--- config.mk ---
export PLATFORM = sky130hd
export DESIGN_NAME = alm_top
export DESIGN_NICKNAME = d
export VERILOG_FILES = /design/src/design/alm_sync.v /design/src/design/alm_line_count.v /design/src/design/alm_top.v
export VERILOG_INCLUDE_DIRS = /design/src /design/src/design
export SDC_FILE = /design/constraint.sdc
export NUM_CORES = 1
export LEC_CHECK = 0
export ABC_AREA = 1
export BUFFER_PORTS_ARGS = -buffer_cell sky130_fd_sc_hd__buf_2
export CAP_MARGIN = 15
export CORE_MARGIN = 1
export CORE_UTILIZATION = 50
export CTS_CLUSTER_SIZE = 28
export DETAILED_ROUTE_END_ITERATION = 10
export GPL_TIMING_DRIVEN = 0
export PLACE_DENSITY_LB_ADDON = 0.1
export SLEW_MARGIN = 20
export SYNTH_ARGS = -nofsm -noshare
export SYNTH_HDL_FRONTEND = slang
export SYNTH_SLANG_ARGS = --single-unit
--- constraint.sdc ---
create_clock -name clock_in -period 3 [get_ports clock_in]
set_input_delay 0.6 -clock clock_in [delete_from_list [all_inputs] [get_ports clock_in]]
set_output_delay 0.6 -clock clock_in [all_outputs]
set_load 0.05 [all_outputs]
--- src/design/alm_map.vh ---
// Register offsets, field positions, reset values and timing counts of the alarm block.
// What this block does
// Alarm pin is also read as an input for external system errors.
// Polarity 0: drive low on error, float otherwise; polarity 1: reversed.
// During line driver shutdown the alarm pin floats and shows no error.
// Three-bit hold time code selects 0 to 87.5 ms in 12.5 ms steps.
// Pull-up enable bit switches the internal pull-up source on the pin.
// Ten-bit alarm mask lets each event change the pin; cleared bit ignores it.
// Mask bits 9..6: line count, tracking, lost tracking, configuration error.
// Mask bits 5..0: overtemp, index enable, max, min, clipping, signal loss.
// With mask bit 4 and hold code 0 the raw index enable drives the pin.
// Integrators use low-active polarity when external system errors must be seen.
// Count sine cycles between zero pulses; mismatch with reference sets error.
// Direction change pauses the check until the next zero pulse.
// Test output shows that the first line count check has finished.
// Line count reference is 14 bits; expected cycles equal code plus one.
// Enabled events are ORed; alarm holds at least the selected time.
// A separate shutdown mask selects events that turn off the drivers.
`ifndef ALM_MAP_VH
`define ALM_MAP_VH

// ----------------------------------------------------------------
// Register offsets
// ----------------------------------------------------------------
`define ALM_ADDR_MASK_LO   8'h14
`define ALM_ADDR_CFG       8'h15
`define ALM_ADDR_SHUT_LO   8'h16
`define ALM_ADDR_PULLUP    8'h17
`define ALM_ADDR_LCNT_LO   8'h1F
`define ALM_ADDR_LCNT_HI   8'h20

// ----------------------------------------------------------------
// Field positions
// ----------------------------------------------------------------
`define ALM_POL_BIT        2
`define ALM_HOLD_MSB       5
`define ALM_HOLD_LSB       3
`define ALM_PU_BIT         2
`define ALM_EV_INDEX       4

// ----------------------------------------------------------------
// Reset values
// ----------------------------------------------------------------
`define ALM_MASK_RST       10'h000
`define ALM_SHUT_RST       10'h000
`define ALM_HOLD_RST       3'h0
`define ALM_LCNT_RST       14'h0000

// ----------------------------------------------------------------
// Timing: hold step 12.5 ms in ns at 25 ns clock period
// ----------------------------------------------------------------
`define ALM_HOLD_STEP_NS   12500000
`define ALM_CLK_NS         25
`define ALM_HOLD_STEP_CYC  (`ALM_HOLD_STEP_NS / `ALM_CLK_NS)
// Cycles after release before a low pin may count as an external error.
`define ALM_SETTLE_CYC     3'h4

`endif

--- src/design/alm_sync.v ---
// Three-stage synchroniser with agreement filter for a pin input.
`timescale 1ns/1ps
module alm_sync
(
	input  wire clock_in,
	input  wire sys_rst_in,
	input  wire async_in,
	output reg  level_out
);
	reg s1;
	reg s2;
	reg s3;

	// Stage chain; the level changes once stages two and three agree.
	always @(posedge clock_in or posedge sys_rst_in)
	begin
		if (sys_rst_in)
		begin
			// The pin idles high, so a low start would fake an external error.
			s1        <= 1'b1;
			s2        <= 1'b1;
			s3        <= 1'b1;
			level_out <= 1'b1;
		end
		else
		begin
			s1 <= async_in;
			s2 <= s1;
			s3 <= s2;
			if (s2 == s3)
				level_out <= s3;
		end
	end
endmodule // alm_sync

--- src/design/alm_line_count.v ---
// Line count monitor: sine cycles between zero pulses against the reference.
`timescale 1ns/1ps
`include "alm_map.vh"
module alm_line_count
(
	input  wire        clock_in,
	input  wire        sys_rst_in,
	input  wire        cycle_in,
	input  wire        dir_in,
	input  wire        zero_in,
	input  wire [13:0] expected_cycle_count_in,
	output reg         line_count_error_out,
	output reg         first_check_done_out
);
	reg [14:0] count;
	reg        armed;
	reg        last_dir;

	// Cycle counting, comparison at each zero pulse except the first after reset or reversal, pause on reversal.
	always @(posedge clock_in or posedge sys_rst_in)
	begin
		if (sys_rst_in)
		begin
			count                <= 15'h0000;
			armed                <= 1'b0;
			last_dir             <= 1'b0;
			line_count_error_out <= 1'b0;
			first_check_done_out <= 1'b0;
		end
		else
		begin
			last_dir <= dir_in;
			if (dir_in != last_dir)
			begin
				armed <= 1'b0;
				count <= 15'h0000;
			end
			else if (zero_in)
			begin
				if (armed)
				begin
					line_count_error_out <= (count != ({1'b0, expected_cycle_count_in} + 15'h0001));
					first_check_done_out <= 1'b1;
				end
				armed <= 1'b1;
				count <= 15'h0000;
			end
			else if (cycle_in && armed && count != 15'h7FFF)
				count <= count + 15'h0001;
		end
	end
endmodule // alm_line_count

--- src/design/alm_top.v ---
// Alarm output logic with register port, polarity, hold time and line count check.
`timescale 1ns/1ps
`include "alm_map.vh"
module alm_top
(
	input  wire        clock_in,
	input  wire        sys_rst_in,
	input  wire        reg_wr_in,
	input  wire [7:0]  reg_addr_in,
	input  wire [7:0]  reg_wdata_in,
	output reg  [7:0]  reg_rdata_out,
	input  wire [9:0]  event_in,
	input  wire        index_enable_in,
	input  wire        cycle_in,
	input  wire        dir_in,
	input  wire        zero_in,
	input  wire        alarm_pin_in,
	output reg         alarm_pin_out,
	output reg         alarm_pin_oe_out,
	output reg         alarm_pullup_enable_out,
	output reg         driver_shutdown_out,
	output reg         system_error_out,
	output reg         test_probe_one_out
);
	// ----------------------------------------------------------------
	// Registers
	// ----------------------------------------------------------------
	reg  [9:0]  alarm_event_mask;
	reg  [9:0]  shutdown_event_mask;
	reg         alarm_polarity;
	reg  [2:0]  alarm_hold_time;
	reg         alarm_pullup_enable;
	reg  [13:0] expected_cycle_count;
	reg  [21:0] hold_cnt;
	reg         alarm_active;
	wire        pin_level;
	wire        lc_error;
	wire        lc_done;
	wire [9:0]  events;
	wire        alarm_raw;
	wire [21:0] hold_load;
	wire        next_shutdown;
	reg  [2:0]  release_cnt;

	// Hold time in cycles for a given code.
	// The product fits in 22 bits for every code; the cut is on purpose.
	function [21:0] alm_hold_cycles;
		input [2:0]  code;
		reg   [31:0] product;
		begin
			product         = code * `ALM_HOLD_STEP_CYC;
			alm_hold_cycles = product[21:0];
		end
	endfunction

	// External error from the pin, seen only when pin is not driven by us.
	alm_sync u_sync
	(
		.clock_in   (clock_in),
		.sys_rst_in (sys_rst_in),
		.async_in   (alarm_pin_in),
		.level_out  (pin_level)
	);

	alm_line_count u_lc
	(
		.clock_in                (clock_in),
		.sys_rst_in              (sys_rst_in),
		.cycle_in                (cycle_in),
		.dir_in                  (dir_in),
		.zero_in                 (zero_in),
		.expected_cycle_count_in (expected_cycle_count),
		.line_count_error_out    (lc_error),
		.first_check_done_out    (lc_done)
	);

	// Event vector; bit 9 is the internal line count error ORed with event_in[9].
	assign events    = {lc_error | event_in[9], event_in[8:0]};
	assign alarm_raw = |(events & alarm_event_mask);
	assign hold_load = alm_hold_cycles(alarm_hold_time);
	// Shutdown decision, shared by the output and the pin release.
	assign next_shutdown = |(events & shutdown_event_mask);

	// ----------------------------------------------------------------
	// Register writes and reads
	// ----------------------------------------------------------------
	always @(posedge clock_in or posedge sys_rst_in)
	begin
		if (sys_rst_in)
		begin
			alarm_event_mask     <= `ALM_MASK_RST;
			shutdown_event_mask  <= `ALM_SHUT_RST;
			alarm_polarity       <= 1'b0;
			alarm_hold_time      <= `ALM_HOLD_RST;
			alarm_pullup_enable  <= 1'b0;
			expected_cycle_count <= `ALM_LCNT_RST;
			reg_rdata_out        <= 8'h00;
		end
		else
		begin
			if (reg_wr_in)
			begin
				case (reg_addr_in)
					`ALM_ADDR_MASK_LO: alarm_event_mask[7:0] <= reg_wdata_in;
					`ALM_ADDR_CFG:
					begin
						alarm_event_mask[9:8] <= reg_wdata_in[1:0];
						alarm_polarity        <= reg_wdata_in[`ALM_POL_BIT];
						alarm_hold_time       <= reg_wdata_in[`ALM_HOLD_MSB:`ALM_HOLD_LSB];
					end
					`ALM_ADDR_SHUT_LO: shutdown_event_mask[7:0] <= reg_wdata_in;
					`ALM_ADDR_PULLUP:
					begin
						shutdown_event_mask[9:8] <= reg_wdata_in[1:0];
						alarm_pullup_enable      <= reg_wdata_in[`ALM_PU_BIT];
					end
					`ALM_ADDR_LCNT_LO: expected_cycle_count[7:0] <= reg_wdata_in;
					`ALM_ADDR_LCNT_HI: expected_cycle_count[13:8] <= reg_wdata_in[5:0];
					default: ;
				endcase
			end
			case (reg_addr_in)
				`ALM_ADDR_MASK_LO: reg_rdata_out <= alarm_event_mask[7:0];
				`ALM_ADDR_CFG:     reg_rdata_out <= {2'h0, alarm_hold_time, alarm_polarity,
					alarm_event_mask[9:8]};
				`ALM_ADDR_SHUT_LO: reg_rdata_out <= shutdown_event_mask[7:0];
				`ALM_ADDR_PULLUP:  reg_rdata_out <= {5'h00, alarm_pullup_enable,
					shutdown_event_mask[9:8]};
				`ALM_ADDR_LCNT_LO: reg_rdata_out <= expected_cycle_count[7:0];
				`ALM_ADDR_LCNT_HI: reg_rdata_out <= {2'h0, expected_cycle_count[13:8]};
				default:           reg_rdata_out <= 8'h00;
			endcase
		end
	end

	// ----------------------------------------------------------------
	// Alarm hold timer and pin drive
	// ----------------------------------------------------------------
	always @(posedge clock_in or posedge sys_rst_in)
	begin
		if (sys_rst_in)
		begin
			hold_cnt                <= 22'h000000;
			alarm_active            <= 1'b0;
			alarm_pin_out           <= 1'b0;
			alarm_pin_oe_out        <= 1'b0;
			alarm_pullup_enable_out <= 1'b0;
			driver_shutdown_out     <= 1'b0;
			system_error_out        <= 1'b0;
			test_probe_one_out      <= 1'b0;
			release_cnt             <= 3'h0;
		end
		else
		begin
			// Hold the alarm for at least the selected time after the cause clears.
			if (alarm_raw)
			begin
				alarm_active <= 1'b1;
				hold_cnt     <= hold_load;
			end
			else if (hold_cnt != 22'h000000)
				hold_cnt <= hold_cnt - 22'h000001;
			else
				alarm_active <= 1'b0;
			driver_shutdown_out <= next_shutdown;
			alarm_pin_out       <= 1'b0;
			// The pin is released in the same cycle as the shutdown output rises.
			if (next_shutdown)
				alarm_pin_oe_out <= 1'b0;
			else if (alarm_hold_time == 3'h0 && alarm_event_mask[`ALM_EV_INDEX])
				alarm_pin_oe_out <= alarm_polarity ^ index_enable_in;
			else
				alarm_pin_oe_out <= alarm_polarity ^ (alarm_raw | alarm_active);
			// Cycles since release; our own low must clear the synchroniser first.
			if (alarm_pin_oe_out)
				release_cnt <= 3'h0;
			else if (release_cnt != 3'h7)
				release_cnt <= release_cnt + 3'h1;
			// External low level seen while floating in low-active polarity.
			system_error_out <= !alarm_polarity && !alarm_pin_oe_out && !pin_level
				&& release_cnt >= `ALM_SETTLE_CYC && !next_shutdown;
			alarm_pullup_enable_out <= alarm_pullup_enable;
			test_probe_one_out      <= lc_done;
		end
	end
endmodule // alm_top

==> results.py <==
metrics = {
    "power_and_ir_drop": {
        "p_per_area_nw_per_um2": 608,
        "p_leak_nw": 3.29,
        "ir_drop_mv": 0.449,
    },
    "critical_path": {
        "crit_buf_inv": 1,
        "worstPathArrival_ns": 2.62,
        "startpoint": "alarm_hold_time[1]",
        "reg2reg_depth": 9,
        "critPathTopFamily": "adder cells",
        "worstSetupStartpointType": "flip-flop",
        "cp_cell_sequence": "inv_1 > ha_1 > ha_1 > fa_1 > a21oi_1 > o21ai_0 > xor2_1 > o21ai_0 > nor2_1",
        "cp-end-kind": "flip-flop",
        "slowest_stage": "dfrtp_1",
        "path_class": "reg -> reg",
        "crit_required_ns": 3.24,
        "rr_startpoint": "alarm_hold_time[1]",
        "path_depth": 9,
        "critPathMaxStageDelay_ns": 0.52,
        "path_max_fanout": 7,
    },
    "final_layout": {
        "syn_to_final_growth_pct": 13.6,
        "drive_above_1_share": 0.142,
        "final_nets": 850,
        "final_cell_count_no_fill": 947,
        "diodes": 0,
    },
    "yosys": {
        "synth_warnings": 0,
        "seq_area_frac_synth": 0.435,
        "netlist_area_um2": 5820,
        "syn_nets": 791,
        "avgSynthCellArea_um2": 7.86,
        "yosysUniqueCellTypes": 49,
        "ys_seq_elements": 101,
        "synthCells": 740,
    },
    "placement": {
        "gp_congestion": 0.943,
        "port_buffers": 45,
        "dp.cells": 931,
        "dp_hpwl_um": 11000,
    },
    "worst_hold_path": {
        "holdCritPathClass": "in -> async",
    },
    "routing": {
        "drt-wirelength-per-cell_um": 14.9,
        "postRouteAntennaNets": 0,
        "drtIter0Drc": 351,
        "drt_wl_total_um": 14100,
        "num_vias": 4924,
        "first_pass_iters": 5,
        "vias_per_cell": 5.20,
        "drc_errors": 0,
    },
    "grt": {
        "grt_pass1_wl_um": 22900,
        "overflow": 0,
        "grt_pass1_vias": 4668,
        "antenna_found_initial": 0,
        "grt_max_degree": 28,
        "grtUsageTotal": 0.253,
    },
    "clock_tree": {
        "post_cts_resized": 0,
        "postCtsSetupBuffers": 0,
        "cts_hold_buffers": 0,
        "clkSinkCount": 101,
        "root_buffer": "clkbuf_16",
        "cts_made_buffers": 9,
        "insertion_delay_ns": 0.36,
        "clk_pin_slew_ns": 0.07,
        "htree_levels": 3,
        "cts_buffer_depth": 2,
        "cts_tree": "done",
    },
    "die": {
        "ioPinCount": 48,
        "initial_core_util": 0.512,
        "dieArea_um2": 12100,
        "die_w_um": 110,
        "dieHeight_um": 110,
        "core_um2": 11400,
        "row_count": 39,
    },
    "timing": {
        "worst_pin_slew_ns": 0.620,
        "fin_crit_ns": 2.37,
        "grt_setup_unrepaired": "false",
        "setup_viol": 0,
        "finalSetupTns_ns": 0,
        "drv_slew": 0,
        "period_share": 0.791,
        "clock.fmax_ghz": 0.421,
        "slew-limit-headroom": 0.586,
        "finalHoldViolations": 0,
        "skew_ns": 0.0123,
    },
    "status": {
        "outcome": "finished clean",
    },
    "flow_run": {
        "drv_cap": 0,
    },
}
==> worst register-to-register path: stages (launching register included) <==
cell,delay (ns)
dfrtp_1,0.52
inv_1,0.15
ha_1,0.30
ha_1,0.23
fa_1,0.41
a21oi_1,0.16
o21ai_0,0.10
xor2_1,0.16
o21ai_0,0.17
nor2_1,0.06
==> sequential cells by signal, indices dropped and copies added, names as in the netlist, 3 cells and up <==
name                  count
expected_cycle_count     14
reg_rdata_out             8
shutdown_event_mask      10
release_cnt               3
alarm_hold_time           3
u_lc.count               15
hold_cnt                 22
alarm_event_mask         10
==> worst paths after layout <==
kind,slack (ns),endpoint
min,0.32,u_lc.count[6]
min in group clock_in,0.35,u_sync.s1
max reg2reg,0.63,hold_cnt[20]
max,0.63,hold_cnt[20]
min reg2reg,0.36,u_sync.s2
max in group asynchronous,1.74,alarm_pin_oe_out
==> cells in the mapped netlist, drive strengths merged <==
| cell type | instances | area share |
|---|---|---|
| o21ai | 67 | 0.061 |
| o21a | 4 | 0.0052 |
| a221oi | 2 | 0.0030 |
| nor4 | 1 | 0.0011 |
| o31ai | 1 | 0.0013 |
| or2 | 3 | 0.0032 |
| mux2i | 1 | 0.0017 |
| nand2 | 210 | 0.14 |
| conb | 1 | 0.00064 |
| nor2 | 88 | 0.067 |
| ha | 14 | 0.030 |
| nor3 | 12 | 0.017 |
| buf | 11 | 0.011 |
| a21o | 1 | 0.0013 |
| fa | 3 | 0.010 |
| and3 | 1 | 0.0011 |
| xor2 | 24 | 0.036 |
| clkbuf | 3 | 0.0019 |
| nand4 | 14 | 0.018 |
| a21oi | 21 | 0.019 |
| o21bai | 1 | 0.0013 |
| dfrtp | 97 | 0.42 |
| nand3 | 48 | 0.044 |
| a22o | 3 | 0.0045 |
| xnor2 | 10 | 0.015 |
| o22ai | 1 | 0.0011 |
| maj3 | 1 | 0.0017 |
| xnor3 | 1 | 0.0039 |
| o211ai | 2 | 0.0026 |
| nand3b | 5 | 0.0065 |
| dfstp | 4 | 0.018 |
| and2 | 1 | 0.0011 |
| inv | 84 | 0.054 |
==> layout by cell type (no fill, tap or decap), types with 3 or more instances in the layout <==
master	instances
nor3_2	3
fa_1	3
o21ai_1	24
nand3_1	46
inv_1	81
a21oi_1	20
dfstp_2	4
buf_2	53
nor3_1	7
nor2_4	5
o21a_1	4
nand3b_1	5
o21ai_0	37
o21ai_2	6
xor2_1	24
or2_2	3
nor2_1	79
nand4_1	13
dfrtp_1	97
clkbuf_16	9
nand2_2	4
xnor2_1	10
clkbuf_1	3
ha_1	14
a22o_1	3
nor2_2	3
nand2_1	205
==> routing by layer <==
layer	global-route usage	vias up	share of wire
met1	0.340	2310	0.48
met4	0.0676	0	0.015
li1	-	2507	-
met3	0.0504	15	0.041
met2	0.415	92	0.47
met5	0	-	0
==> cell families after synthesis <==
kind of cell | share of synthesized area
adders and majority gates | 0.0421
DFF | 0.435
muxes | 0.00172
buffers and inverters | 0.0675
xor gates and xnor gates | 0.0550
AOI/OAI and AO/OA | 0.100
other | 0.000644
and+or+nand+nor | 0.297
==> metrics by stage <==
| stage | power (mW) | worst slack [ns] | instance area [µm²] | hold WS, ns | util |
|---|---|---|---|---|---|
| 2_1_floorplan | 2.53 | 0.836 | 5820 | 0.345 | - |
| 3_3_place_gp | 2.76 | 0.487 | 6230 | 0.347 | 0.548 |
| 3_5_place_dp | 2.81 | 0.640 | 6290 | 0.349 | 0.554 |
| 4_1_cts | 4.05 | 0.620 | 6610 | 0.329 | 0.581 |
| 5_1_grt | 4.27 | 0.437 | 6610 | 0.338 | 0.581 |
| 6_report | 4.02 | 0.626 | 6610 | 0.320 | 0.581 |
==> cell type report <==
cell class,instances,area (µm²)
inverter,84,319
clock inverter,6,76.3
fill,1029,4760
clock buffer,10,239
timing repair buffer,48,293
buffer,14,77.6
tap,143,179
sequential,101,2530
multi-input combinational,541,2890
==> where the power goes <==
group          total (mW)  switching (mW)  internal [mW]
Clock                1.23           0.548          0.685
Combinational        1.02           0.639          0.380
Sequential           1.76           0.204           1.56
Total                4.02            1.39           2.63
(Power assumes the default switching activity.)
